`src/logic/pvl_pkg.sv`:
```
// Package with command codes, defaults, bit positions and carriers of the voltage limit bank.
package pvl_pkg;
  // ==========================================================================
  // Command codes
  localparam logic [7:0] CMD_PAGE = 8'h00;
  localparam logic [7:0] CMD_CLEAR = 8'h03;
  localparam logic [7:0] CMD_FMT = 8'h20;
  localparam logic [7:0] CMD_NOM = 8'h21;
  localparam logic [7:0] CMD_CEIL = 8'h24;
  localparam logic [7:0] CMD_MHI = 8'h25;
  localparam logic [7:0] CMD_MLO = 8'h26;
  localparam logic [7:0] CMD_INPUT_TURN_ON_LEVEL = 8'h35;
  localparam logic [7:0] CMD_INPUT_TURN_OFF_LEVEL = 8'h36;
  localparam logic [7:0] CMD_OVF = 8'h40;
  localparam logic [7:0] CMD_OVW = 8'h42;
  localparam logic [7:0] CMD_UVW = 8'h43;
  localparam logic [7:0] CMD_UVF = 8'h44;
  localparam logic [7:0] CMD_VIN_OVF = 8'h55;
  localparam logic [7:0] CMD_VIN_UVW = 8'h58;
  localparam logic [7:0] CMD_PG_ON = 8'h5e;
  localparam logic [7:0] CMD_PG_OFF = 8'h5f;
  localparam logic [7:0] CMD_STAT_BYTE = 8'h78;
  localparam logic [7:0] CMD_STAT_WORD = 8'h79;
  localparam logic [7:0] CMD_STAT_VOUT = 8'h7a;
  localparam logic [7:0] CMD_ABS_CEIL = 8'ha5;
  localparam logic [7:0] CMD_COMMON = 8'hd1;
  // ==========================================================================
  // Reset values
  localparam logic [7:0] FMT_RST = 8'h14;
  localparam logic [15:0] NOM_RST = 16'h1000;
  localparam logic [15:0] CEIL0_RST = 16'h4189;
  localparam logic [15:0] CEIL1_RST = 16'h5800;
  localparam logic [15:0] MHI_RST = 16'h10cd;
  localparam logic [15:0] MLO_RST = 16'h0f33;
  localparam logic [15:0] INPUT_TURN_ON_LEVEL_RST = 16'hcb40;
  localparam logic [15:0] INPUT_TURN_OFF_LEVEL_RST = 16'hcb00;
  localparam logic [15:0] OVF_RST = 16'h119a;
  localparam logic [15:0] OVW_RST = 16'h1133;
  localparam logic [15:0] UVW_RST = 16'h0ecd;
  localparam logic [15:0] UVF_RST = 16'h0e66;
  localparam logic [15:0] VIN_OVF_RST = 16'hd3e0;
  localparam logic [15:0] VIN_UVW_RST = 16'hcb26;
  localparam logic [15:0] PG_ON_RST = 16'h0ee1;
  localparam logic [15:0] PG_OFF_RST = 16'h0eb8;
  localparam logic [15:0] ABS0_RST = 16'h4189;
  localparam logic [15:0] ABS1_RST = 16'h5800;
  // ==========================================================================
  // Status bit positions
  localparam int SB_NOA = 0;
  localparam int SW_VOUT = 15;
  localparam int SW_INPUT = 13;
  localparam int SV_OVF = 7;
  localparam int SV_OVW = 6;
  localparam int SV_UVW = 5;
  localparam int SV_UVF = 4;
  localparam int CM_BUSY_A = 5;
  localparam int CM_BUSY_B = 6;
  localparam int CM_CML = 0;
  // ==========================================================================
  // Timing
  localparam int CLK_HZ = 25000000;
  localparam int OV_RECALC_MS = 10;
  localparam int OV_RECALC_CYC = OV_RECALC_MS * (CLK_HZ / 1000);
  localparam int BUSY_W = 20;
  localparam int RAMP_TICK_CYC = 25;
  localparam int RAMP_W = 16;
  // ==========================================================================
  // Types
  typedef enum logic [1:0] {SEQ_OFF, SEQ_RISE, SEQ_ON, SEQ_FALL} pvl_seq_e;
  typedef enum logic [1:0] {OP_NOM, OP_MHI, OP_MLO} pvl_op_e;
  typedef struct packed {
    logic req;
    logic we;
    logic [7:0] code;
    logic [15:0] wdata;
  } pvl_cmd_s;
  typedef struct packed {
    logic ack;
    logic err;
    logic [15:0] rdata;
  } pvl_rsp_s;
  typedef struct packed {
    logic vin_vld;
    logic [15:0] vin;
    logic [1:0] vout_vld;
    logic [1:0][15:0] vout;
  } pvl_adc_s;
  typedef struct packed {
    logic [15:0] nom, ceil, mhi, mlo, ovf, ovw, uvw, uvf, pgon, pgoff, goal, vset;
    pvl_seq_e seq;
    logic pg, f_ov, w_ov, w_uv, f_uv, tg_en, bg_on;
  } pvl_chan_s;
  // Input words scaled to a common fixed point so signed exponents compare.
  function automatic logic signed [47:0] l11_val(input logic [15:0] w);
    logic signed [47:0] m;
    logic [4:0] e;
    m = 48'(signed'(w[10:0]));
    e = w[15:11] + 5'h10;
    return m <<< e;
  endfunction
endpackage

```
`src/logic/pvl_bank.sv`:
```
// Voltage set-point and limit command bank for a dual-channel step-down controller.
`timescale 1ns/10ps
module pvl_bank
  import pvl_pkg::*;
#(
  parameter int RECALC_CYC = OV_RECALC_CYC,
  parameter int TICK_CYC = RAMP_TICK_CYC,
  parameter logic [15:0] ABS0 = ABS0_RST,
  parameter logic [15:0] ABS1 = ABS1_RST
) (
  input wire logic clk,
  input wire logic sys_rst,
  input wire pvl_cmd_s cmd,
  output pvl_rsp_s rsp,
  input wire pvl_adc_s adc,
  input wire logic [1:0] run,
  input wire pvl_op_e [1:0] op_mode,
  input wire logic [15:0] ramp_step,
  input wire logic [1:0] overvoltage_pulldown_response,
  output logic [1:0] top_gate_drive,
  output logic [1:0] bottom_gate_drive,
  output logic [1:0] power_good,
  output logic gpio_fault,
  output logic alert
);

  initial begin
    if (RECALC_CYC < 1 || RECALC_CYC >= (1 << BUSY_W) || TICK_CYC < 1 ||
        TICK_CYC >= (1 << RAMP_W)) begin
      $error("pvl_bank: parameter out of range");
    end
  end

  // ==========================================================================
  // State
  typedef struct packed {
    pvl_chan_s [1:0] ch;
    logic [15:0] input_turn_on_level, input_turn_off_level, vin_ovf, vin_uvw;
    logic page, vin_ok, vin_ov, vin_uv, memory_logic_fault;
    logic [BUSY_W-1:0] busy;
    logic [RAMP_W-1:0] tick;
    logic gpio;
    pvl_rsp_s rsp;
  } pvl_state_s;

  pvl_state_s s_q, s_d;
  logic [1:0][15:0] abs_ceil;
  logic [1:0][15:0] sb, sw, sv;
  logic [15:0] common;
  logic tick_now;

  assign abs_ceil[0] = ABS0;
  assign abs_ceil[1] = ABS1;
  assign tick_now = (s_q.tick == '0);

  // Status words are built from the sticky flags of each channel and of the input supply.
  always_comb begin
    for (int i = 0; i < 2; i++) begin
      sv[i] = '0;
      sv[i][SV_OVF] = s_q.ch[i].f_ov;
      sv[i][SV_OVW] = s_q.ch[i].w_ov;
      sv[i][SV_UVW] = s_q.ch[i].w_uv;
      sv[i][SV_UVF] = s_q.ch[i].f_uv;
      sb[i] = '0;
      sb[i][SB_NOA] = s_q.ch[i].w_ov | s_q.ch[i].w_uv | s_q.ch[i].f_uv;
      sw[i] = sb[i];
      sw[i][SW_VOUT] = |sv[i];
      sw[i][SW_INPUT] = s_q.vin_ov | s_q.vin_uv;
    end
    common = 16'hffff;
    common[CM_BUSY_A] = (s_q.busy == '0);
    common[CM_BUSY_B] = (s_q.busy == '0);
    common[CM_CML] = s_q.memory_logic_fault;
  end

  // Moves a value toward its goal by one step, never past it.
  function automatic logic [15:0] ramp(input logic [15:0] v, input logic [15:0] g,
                                       input logic [15:0] st);
    logic [16:0] up;
    logic [15:0] s;
    s = (st == '0) ? 16'h0001 : st;
    up = {1'b0, v} + {1'b0, s};
    if (v < g) begin
      return (up >= {1'b0, g}) ? g : up[15:0];
    end else if (v > g) begin
      return (v - g <= s) ? g : v - s;
    end
    return v;
  endfunction

  // ==========================================================================
  // Next state
  always_comb begin
    logic [15:0] req;
    logic [15:0] lim;
    logic p;
    logic clr;
    logic signed [47:0] vin_v;
    req = '0;
    lim = '0;
    p = s_q.page;
    clr = cmd.req && cmd.we && (cmd.code == CMD_CLEAR);
    vin_v = l11_val(adc.vin);
    s_d = s_q;
    s_d.rsp = '0;
    s_d.tick = tick_now ? RAMP_W'(TICK_CYC - 1) : s_q.tick - 1'b1;
    s_d.busy = (s_q.busy != '0) ? s_q.busy - 1'b1 : s_q.busy;

    // Input supply checks, evaluated on every converted sample.
    if (clr) begin
      s_d.vin_ov = 1'b0;
      s_d.vin_uv = 1'b0;
      s_d.memory_logic_fault = 1'b0;
    end
    if (adc.vin_vld) begin
      if (vin_v > l11_val(s_q.vin_ovf)) s_d.vin_ov = 1'b1;
      if (vin_v < l11_val(s_q.vin_uvw)) s_d.vin_uv = 1'b1;
      if (vin_v >= l11_val(s_q.input_turn_on_level)) s_d.vin_ok = 1'b1;
      else if (vin_v <= l11_val(s_q.input_turn_off_level)) s_d.vin_ok = 1'b0;
    end

    for (int i = 0; i < 2; i++) begin
      // Output words share one exponent, so mantissas compare directly.
      unique case (op_mode[i])
        OP_MHI: req = s_q.ch[i].mhi;
        OP_MLO: req = s_q.ch[i].mlo;
        default: req = s_q.ch[i].nom;
      endcase
      lim = (s_q.ch[i].ceil < abs_ceil[i]) ? s_q.ch[i].ceil : abs_ceil[i];
      if (req > lim) req = lim;

      if (clr) begin
        s_d.ch[i].f_ov = 1'b0;
        s_d.ch[i].w_ov = 1'b0;
        s_d.ch[i].w_uv = 1'b0;
        s_d.ch[i].f_uv = 1'b0;
      end
      if (adc.vout_vld[i]) begin
        if (adc.vout[i] > s_q.ch[i].ovf) begin
          s_d.ch[i].f_ov = 1'b1;
          if (overvoltage_pulldown_response[i]) begin
            s_d.ch[i].tg_en = 1'b0;
            s_d.ch[i].bg_on = 1'b1;
          end
        end
        if (adc.vout[i] > s_q.ch[i].ovw) s_d.ch[i].w_ov = 1'b1;
        if (adc.vout[i] < s_q.ch[i].uvw) s_d.ch[i].w_uv = 1'b1;
        if (adc.vout[i] < s_q.ch[i].uvf) s_d.ch[i].f_uv = 1'b1;
        if (adc.vout[i] >= s_q.ch[i].pgon) s_d.ch[i].pg = 1'b1;
        else if (adc.vout[i] <= s_q.ch[i].pgoff) s_d.ch[i].pg = 1'b0;
      end

      // Sequencer. The goal tracks the request in the steady state and is loaded once on leaving off.
      unique case (s_q.ch[i].seq)
        SEQ_OFF: begin
          if (run[i] && s_q.vin_ok && !s_q.ch[i].f_ov) begin
            s_d.ch[i].seq = SEQ_RISE;
            s_d.ch[i].goal = req;
            s_d.ch[i].tg_en = 1'b1;
            s_d.ch[i].bg_on = 1'b0;
          end
        end
        SEQ_RISE: begin
          if (!run[i] || !s_q.vin_ok) s_d.ch[i].seq = SEQ_FALL;
          else if (s_q.ch[i].vset == s_q.ch[i].goal) s_d.ch[i].seq = SEQ_ON;
          if (tick_now) s_d.ch[i].vset = ramp(s_q.ch[i].vset, s_q.ch[i].goal, ramp_step);
        end
        SEQ_ON: begin
          s_d.ch[i].goal = req;
          if (!run[i] || !s_q.vin_ok) s_d.ch[i].seq = SEQ_FALL;
          if (tick_now) s_d.ch[i].vset = ramp(s_q.ch[i].vset, s_q.ch[i].goal, ramp_step);
        end
        SEQ_FALL: begin
          if (tick_now) s_d.ch[i].vset = ramp(s_q.ch[i].vset, '0, ramp_step);
          if (s_q.ch[i].vset == '0) begin
            s_d.ch[i].seq = SEQ_OFF;
            s_d.ch[i].tg_en = 1'b0;
          end
        end
      endcase
      // A lowered ceiling takes effect at once; the output never waits above it.
      if (s_d.ch[i].vset > lim) s_d.ch[i].vset = lim;
      if (s_d.ch[i].goal > lim) s_d.ch[i].goal = lim;
    end
    s_d.gpio = (s_q.ch[0].f_ov && !overvoltage_pulldown_response[0]) ||
               (s_q.ch[1].f_ov && !overvoltage_pulldown_response[1]);

    // Command port. A request is answered on the next edge.
    if (cmd.req) begin
      s_d.rsp.ack = 1'b1;
      if (cmd.we) begin
        unique case (cmd.code)
          CMD_PAGE: begin
            if (cmd.wdata[7:1] == '0) s_d.page = cmd.wdata[0];
            else s_d.rsp.err = 1'b1;
          end
          CMD_CLEAR: ;
          CMD_NOM: begin
            if (cmd.wdata > abs_ceil[p]) begin
              s_d.ch[p].nom = abs_ceil[p];
              s_d.memory_logic_fault = 1'b1;
            end else begin
              s_d.ch[p].nom = cmd.wdata;
            end
          end
          CMD_CEIL: begin
            s_d.ch[p].ceil = cmd.wdata;
            // A lowered ceiling clamps in the same edge, so no cycle runs above it.
            if (s_d.ch[p].vset > cmd.wdata) s_d.ch[p].vset = cmd.wdata;
            if (s_d.ch[p].goal > cmd.wdata) s_d.ch[p].goal = cmd.wdata;
          end
          CMD_MHI: s_d.ch[p].mhi = cmd.wdata;
          CMD_MLO: s_d.ch[p].mlo = cmd.wdata;
          CMD_INPUT_TURN_ON_LEVEL: s_d.input_turn_on_level = cmd.wdata;
          CMD_INPUT_TURN_OFF_LEVEL: s_d.input_turn_off_level = cmd.wdata;
          CMD_OVF: begin
            s_d.ch[p].ovf = cmd.wdata;
            // Protection thresholds are rebuilt while the switcher runs.
            if (s_q.ch[p].seq != SEQ_OFF) s_d.busy = BUSY_W'(RECALC_CYC);
          end
          CMD_OVW: s_d.ch[p].ovw = cmd.wdata;
          CMD_UVW: s_d.ch[p].uvw = cmd.wdata;
          CMD_UVF: s_d.ch[p].uvf = cmd.wdata;
          CMD_VIN_OVF: s_d.vin_ovf = cmd.wdata;
          CMD_VIN_UVW: s_d.vin_uvw = cmd.wdata;
          CMD_PG_ON: s_d.ch[p].pgon = cmd.wdata;
          CMD_PG_OFF: s_d.ch[p].pgoff = cmd.wdata;
          default: s_d.rsp.err = 1'b1;
        endcase
      end else begin
        unique case (cmd.code)
          CMD_PAGE: s_d.rsp.rdata = {15'h0000, s_q.page};
          CMD_FMT: s_d.rsp.rdata = {8'h00, FMT_RST};
          CMD_NOM: s_d.rsp.rdata = s_q.ch[p].nom;
          CMD_CEIL: s_d.rsp.rdata = s_q.ch[p].ceil;
          CMD_MHI: s_d.rsp.rdata = s_q.ch[p].mhi;
          CMD_MLO: s_d.rsp.rdata = s_q.ch[p].mlo;
          CMD_INPUT_TURN_ON_LEVEL: s_d.rsp.rdata = s_q.input_turn_on_level;
          CMD_INPUT_TURN_OFF_LEVEL: s_d.rsp.rdata = s_q.input_turn_off_level;
          CMD_OVF: s_d.rsp.rdata = s_q.ch[p].ovf;
          CMD_OVW: s_d.rsp.rdata = s_q.ch[p].ovw;
          CMD_UVW: s_d.rsp.rdata = s_q.ch[p].uvw;
          CMD_UVF: s_d.rsp.rdata = s_q.ch[p].uvf;
          CMD_VIN_OVF: s_d.rsp.rdata = s_q.vin_ovf;
          CMD_VIN_UVW: s_d.rsp.rdata = s_q.vin_uvw;
          CMD_PG_ON: s_d.rsp.rdata = s_q.ch[p].pgon;
          CMD_PG_OFF: s_d.rsp.rdata = s_q.ch[p].pgoff;
          CMD_STAT_BYTE: s_d.rsp.rdata = {8'h00, sb[p][7:0]};
          CMD_STAT_WORD: s_d.rsp.rdata = sw[p];
          CMD_STAT_VOUT: s_d.rsp.rdata = {8'h00, sv[p][7:0]};
          CMD_ABS_CEIL: s_d.rsp.rdata = abs_ceil[p];
          CMD_COMMON: s_d.rsp.rdata = common;
          default: s_d.rsp.err = 1'b1;
        endcase
      end
    end
  end

  // ==========================================================================
  // Registers
  always_ff @(posedge clk or posedge sys_rst) begin
    if (sys_rst) begin
      s_q <= '0;
      for (int i = 0; i < 2; i++) begin
        s_q.ch[i].nom <= NOM_RST;
        s_q.ch[i].mhi <= MHI_RST;
        s_q.ch[i].mlo <= MLO_RST;
        s_q.ch[i].ovf <= OVF_RST;
        s_q.ch[i].ovw <= OVW_RST;
        s_q.ch[i].uvw <= UVW_RST;
        s_q.ch[i].uvf <= UVF_RST;
        s_q.ch[i].pgon <= PG_ON_RST;
        s_q.ch[i].pgoff <= PG_OFF_RST;
        s_q.ch[i].seq <= SEQ_OFF;
      end
      s_q.ch[0].ceil <= CEIL0_RST;
      s_q.ch[1].ceil <= CEIL1_RST;
      s_q.input_turn_on_level <= INPUT_TURN_ON_LEVEL_RST;
      s_q.input_turn_off_level <= INPUT_TURN_OFF_LEVEL_RST;
      s_q.vin_ovf <= VIN_OVF_RST;
      s_q.vin_uvw <= VIN_UVW_RST;
    end else begin
      s_q <= s_d;
    end
  end

  assign rsp = s_q.rsp;
  assign gpio_fault = s_q.gpio;
  assign alert = (|sw[0]) | (|sw[1]);
  for (genvar g = 0; g < 2; g++) begin : g_out
    assign top_gate_drive[g] = s_q.ch[g].tg_en;
    assign bottom_gate_drive[g] = s_q.ch[g].bg_on;
    assign power_good[g] = s_q.ch[g].pg;
  end
endmodule

```
`config.mk`:
```
export PLATFORM = sky130hd
export DESIGN_NAME = pvl_bank
export DESIGN_NICKNAME = d
export VERILOG_FILES = /design/src/logic/pvl_pkg.sv /design/src/logic/pvl_bank.sv
export SDC_FILE = /design/constraint.sdc
export NUM_CORES = 2
export LEC_CHECK = 0
export BUFFER_PORTS_ARGS = -buffer_cell sky130_fd_sc_hd__buf_2
export CORE_UTILIZATION = 43
export CTS_BUF_LIST = sky130_fd_sc_hd__clkbuf_8
export CTS_CLUSTER_DIAMETER = 80
export DETAILED_ROUTE_END_ITERATION = 8
export GPL_ROUTABILITY_DRIVEN = 0
export PLACE_DENSITY = 0.55
export SLEW_MARGIN = 10
export SYNTH_ARGS = -nofsm -noshare
export SYNTH_HDL_FRONTEND = slang
export SYNTH_SLANG_ARGS = --single-unit
export TNS_END_PERCENT = 50
```
`constraint.sdc`:
```
create_clock -name clk -period 20.1 [get_ports clk]
set_input_delay 2.01 -clock clk [delete_from_list [all_inputs] [get_ports clk]]
set_output_delay 2.01 -clock clk [all_outputs]
set_load 0.02 [all_outputs]
```
# After elaboration in Yosys (flattened, before gate mapping)
# Index checks and enable logic that the tools add are counted.
# word_totals
in_bits	103
register_bits	526
# classes
n_addsub	13
shifts	5
bitwise_logic	6
muxes	190
order_cmp	45
n_reduce_logical	45
n_eq_ne	33
# op_table
cell	n
bitwise mux 402 bit	13
case mux 402 bit (10 select lines)	1
demux 201 bit (select 1 bit)	12
two-way mux 402 bit	6
two-way mux 16 bit	48
two-way mux 307 bit	2
two-way mux 201 bit	3
case mux 16 bit (21 select lines)	1
greater-than comparator 16 bit	15
<<< shifter 11 x 5 -> 48 bit	5
two-way mux 185 bit	1
two-way mux 169 bit	1
two-way mux 153 bit	1
two-way mux 137 bit	1
case mux 16 bit (2 select lines)	4
two-way mux 41 bit	3
two-way mux 121 bit	1
two-way mux 105 bit	1
<= comparator 16 bit	6
less-than comparator 16 bit	6
case mux 16 bit (3 select lines)	2
two-way mux 89 bit	1
equality test 8 x 7 -> 1 bit (second input constant)	11
two-way mux 25 bit	3
other kinds (56)	189

# Depth between registers and ports, before layout
# depth
depth_word	26
mapped_depth	50
depth_no_buf	47

# Least setup slack after synthesis
# OpenSTA, ideal clock, no wires.
# synth_timing
path_kind	input to register
start	in ramp_step[8]
end	reg s_q[137] (netlist bit)
arrival_ns	10.528
slack_ns	9.452
path_buffers	3
stages	43
path_cell_list	nor4_1 > a41o_1 > ha_1 > inv_1 > fa_1 > nor2_1 > o311ai_0 > a21oi_1 > o21a_1 > o211a_1 > nor3_1 > or2_2 > ha_1 > nand4_1 > nor4_1 > a2111oi_0 > nand3_1 > a211oi_2 > (+7 left out) > a21oi_1 > a221o_1 > a211oi_1 > or2_2 > clkbuf_1 > mux2_2 > mux2_2 > ha_1 > a21o_1 > a21o_1 > a21oi_1 > o21ai_0 > a211oi_1 > nor3_1 > nand2_1 > clkbuf_1 > nor3_1 > a31o_2
# synth_rtl
element	line	text
start: declaration	pvl_bank.sv:18	input wire logic [15:0] ramp_step,
end: declaration	pvl_bank.sv:46	pvl_state_s s_q, s_d;

==> run_results.csv <==
group,metric,value,unit
timing,finalCritPeriodShare,0.600,
clock_network,clockRootBuffer,"clkbuf_8",
power,power_switching,2.51,mW
route,route.detailed.drc,23,
clock_network,postCtsResizedCells,0,
run_status,violations,"design-rule violations",
critical_path,crit_slowest_cell,"nor2_1",
finish,nNetsFinal,6824,
finish,fill_cells,11385,
floorplan,start_util,0.435,
timing,timing.fmax,83.0,MHz
clock_network,numCtsBuffers,97,
route,drt_iter0_drc,5785,
critical_path,worstPathArrival,12.74,ns
placed_design,portBuffers,128,
critical_path,cp-start-kind,"primary input",
route,wl,218,mm
synthesis,netlist_instances,6093,
power,power,5.38,mW
clock_network,clockBufferDepth,3,
finish,final_layout_size_suffix_gt1_frac,0.117,
synthesis,synth.cell_area,0.0499,mm2
synthesis,ys_seq_area_frac,0.268,
power,pwr-share-seq,0.239,
timing,layout_setup_ws,8.05,ns
floorplan,fp-row-count,124,
timing,setup_viol,0,
grt,grt_use_total,0.364,
critical_path,required,20.79,ns
run,cap_violations,0,
grt,grt_pass1_vias,45271,
timing,slew_headroom,0.0851,
critical_path,criticalPathCategory,"in2reg",
route,routedWlPerCell,28.4,um
synthesis,synth_edf_count,0,
worst_hold_path,hold_class,"reg2reg",
critical_path,crit_path_max_incr_delay,0.86,ns
critical_path,critPathCaptureType,"flop",
timing,rsz0062_at_grt,"no",
floorplan,die_area,0.117,mm2
clock_network,cts_tree,"yes",
clock_network,cts.sinks,526,
clock_network,clk_pin_slew,0.06,ns
route,antenna_left,0,
finish,fin_cells,7650,
placed_design,dp_cells,7462,
synthesis,synthArstFlopShare,1.00,
grt,overflow,0,
finish,area_growth,7.77,%
route,firstDrtPassIters,9,
power,p_comb_frac,0.555,
power,p_leak,23.8,nW
timing,fin_skew,0.105,ns
placed_design,dp_hpwl,165,mm
route,vias,48886,
clock_network,cts_hold_buf,0,
power,switching_share,0.467,
run_status,status,"finished with violations",
synthesis,ys_types,108,
timing,fin_crit,12.05,ns
floorplan,io_pins,129,
clock_network,insertion_delay,0.81,ns
clock_network,h-tree-depth,3,
critical_path,critPathMaxFanout,21,
power,p_per_area,100,mW/mm2
power,ir_worst_vdd,0.0674,mV
floorplan,coreArea,0.115,mm2
power,p_int,2.87,mW
floorplan,chipWidth,343,um
timing,final.setup.tns,0,ns
power,clkPwrFrac,0.205,
timing,drv_slew,0,
route,vias_per_cell,6.39,
synthesis,avgSynthCellArea,8.18,um2
timing,worst-slew-pin-transition,1.36,ns
grt,grt_antenna_before_repair,12,
timing,hold_viol,0,
synthesis,synth_ff_type,"dfrtp_1",
grt,grt_max_degree,159,
clock_network,postCtsSetupRepairBufs,0,
critical_path,crit_top_cell,"ha_1",
grt,grt_pass1_wl,315,mm
synthesis,ys_seq_elements,526,
floorplan,die-height,343,um
placed_design,pre_cts_ws,7.65,ns
synthesis,yosys_warnings,0,
## synthesized netlist by cell type (36+ instances only)
master,number,share of area
mux2i_1,169,0.034
a222oi_1,52,0.010
nor2b_1,84,0.011
a21o_1,178,0.027
o31ai_1,36,0.0054
clkbuf_1,287,0.022
nand3_1,114,0.011
dfrtp_1,379,0.19
o21ai_0,635,0.064
a221oi_1,44,0.0077
nor4_1,44,0.0055
xnor2_1,64,0.011
nand2b_1,67,0.0084
a22o_1,113,0.020
nand2_1,749,0.056
nor3_1,100,0.010
a22oi_1,112,0.017
dfstp_2,147,0.077
o21a_1,75,0.011
and2_1,43,0.0054
a21oi_1,354,0.036
o211ai_1,45,0.0068
mux2_2,103,0.023
buf_2,37,0.0037
inv_1,384,0.029
nand4_1,118,0.015
nor2_1,349,0.026
ha_1,666,0.17
## logic make-up after synthesis
family / count (synthesis) / share of synthesized area
compound gates: 1969 / 0.259
simple gates: 1800 / 0.169
buf+inv: 762 / 0.0608
fa+ha+maj: 672 / 0.170
flops: 526 / 0.268
mux: 274 / 0.0581
xor+xnor: 89 / 0.0156
other cells: 1 / 0.0000752
## path summary, 6_finish.rpt
kind | slack, ns | end | depth (start not counted) | startpoint
hold / removal | 0.44 | s_q[19] | 1 | s_q[19]
max in group asynchronous | 16.40 | s_q[20] | 4 | sys_rst
setup reg to reg | 9.06 | s_q[339] | 41 | s_q[351]
min in group asynchronous | 1.37 | s_q[288] | 2 | sys_rst
setup / recovery | 8.05 | s_q[339] | 43 | ramp_step[4]
hold reg to reg | 0.44 | s_q[19] | 1 | s_q[19]
## metal layers
| metal | GRT usage | part of all wire |
|---|---|---|
| met1 | 0.501 | 0.42 |
| met2 | 0.522 | 0.41 |
| met3 | 0.0965 | 0.11 |
| met4 | 0.186 | 0.059 |
| met5 | 0 | 0.000092 |
## layout by cell type, fill, tap and decap left out, types with 25 or more instances in the layout
cell type	instances
mux2i_1	169
o22ai_1	33
a22oi_1	112
nor2b_1	84
nor4_1	40
dfrtp_1	378
and2_1	43
a21o_1	178
o211ai_1	45
buf_4	98
and3_1	28
o21ai_0	635
xnor2_1	64
mux2_2	103
nand2b_1	67
nor2_1	343
a221oi_1	44
a31oi_1	29
ha_1	666
nand2_1	749
a211oi_1	25
o21a_1	75
o31ai_1	33
a222oi_1	52
a22o_1	113
dfstp_2	147
buf_2	128
a21boi_0	25
nor3_1	100
or2_2	25
nand3_1	114
xor2_1	25
nand4_1	118
inv_1	426
clkbuf_8	122
a21oi_1	354
## through the flow
| stage | cell area, um2 | hold WS (ns) | utilization |
|---|---|---|---|
| 3_3_place_gp | 51700 | 0.432 | 0.451 |
| 4_1_cts | 53700 | 0.445 | 0.469 |
| 5_1_grt | 53700 | 0.496 | 0.469 |
| 3_5_place_dp | 51700 | 0.441 | 0.451 |
| 2_1_floorplan | 49900 | 0.419 | - |
| 6_report | 53700 | 0.442 | 0.469 |
## worst max-delay path, delay by kind of cell
| kind | cells | cell delay (ns) |
|---|---|---|
| compound gates | 18 | 4.37 |
| simple gates | 16 | 3.68 |
| fa+ha+maj | 5 | 1.64 |
| mux | 2 | 0.83 |
| buf+inv | 2 | 0.19 |
## layout make-up
class | count | area [um2] | area share
inverter | 387 | 1460 | 0.0272
multi-input combinational | 4810 | 33600 | 0.625
sequential | 526 | 13400 | 0.248
tap | 1512 | 1890 | 0.0352
timing repair buffer | 227 | 1400 | 0.0260
clock inverter | 61 | 365 | 0.00680
antenna | 5 | 12.5 | 0.000233
clock buffer | 122 | 1680 | 0.0313
## state kept, by name, indices dropped and copies added, names as in the netlist
signal and cells:
s_q 500, rsp 18, bottom_gate_drive 2, power_good 2, top_gate_drive 2, common 1
gpio_fault 1
## power by group through the flow
stage          clock, mW  combinational, mW  sequential [mW]
2_1_floorplan          0               2.09             1.23
5_1_grt             1.15               3.27             1.29
3_3_place_gp           0               2.84             1.30
3_5_place_dp           0               2.87             1.30
4_1_cts             1.11               2.89             1.28
6_report            1.10               2.99             1.29
Power figures use the tool's default switching activity.
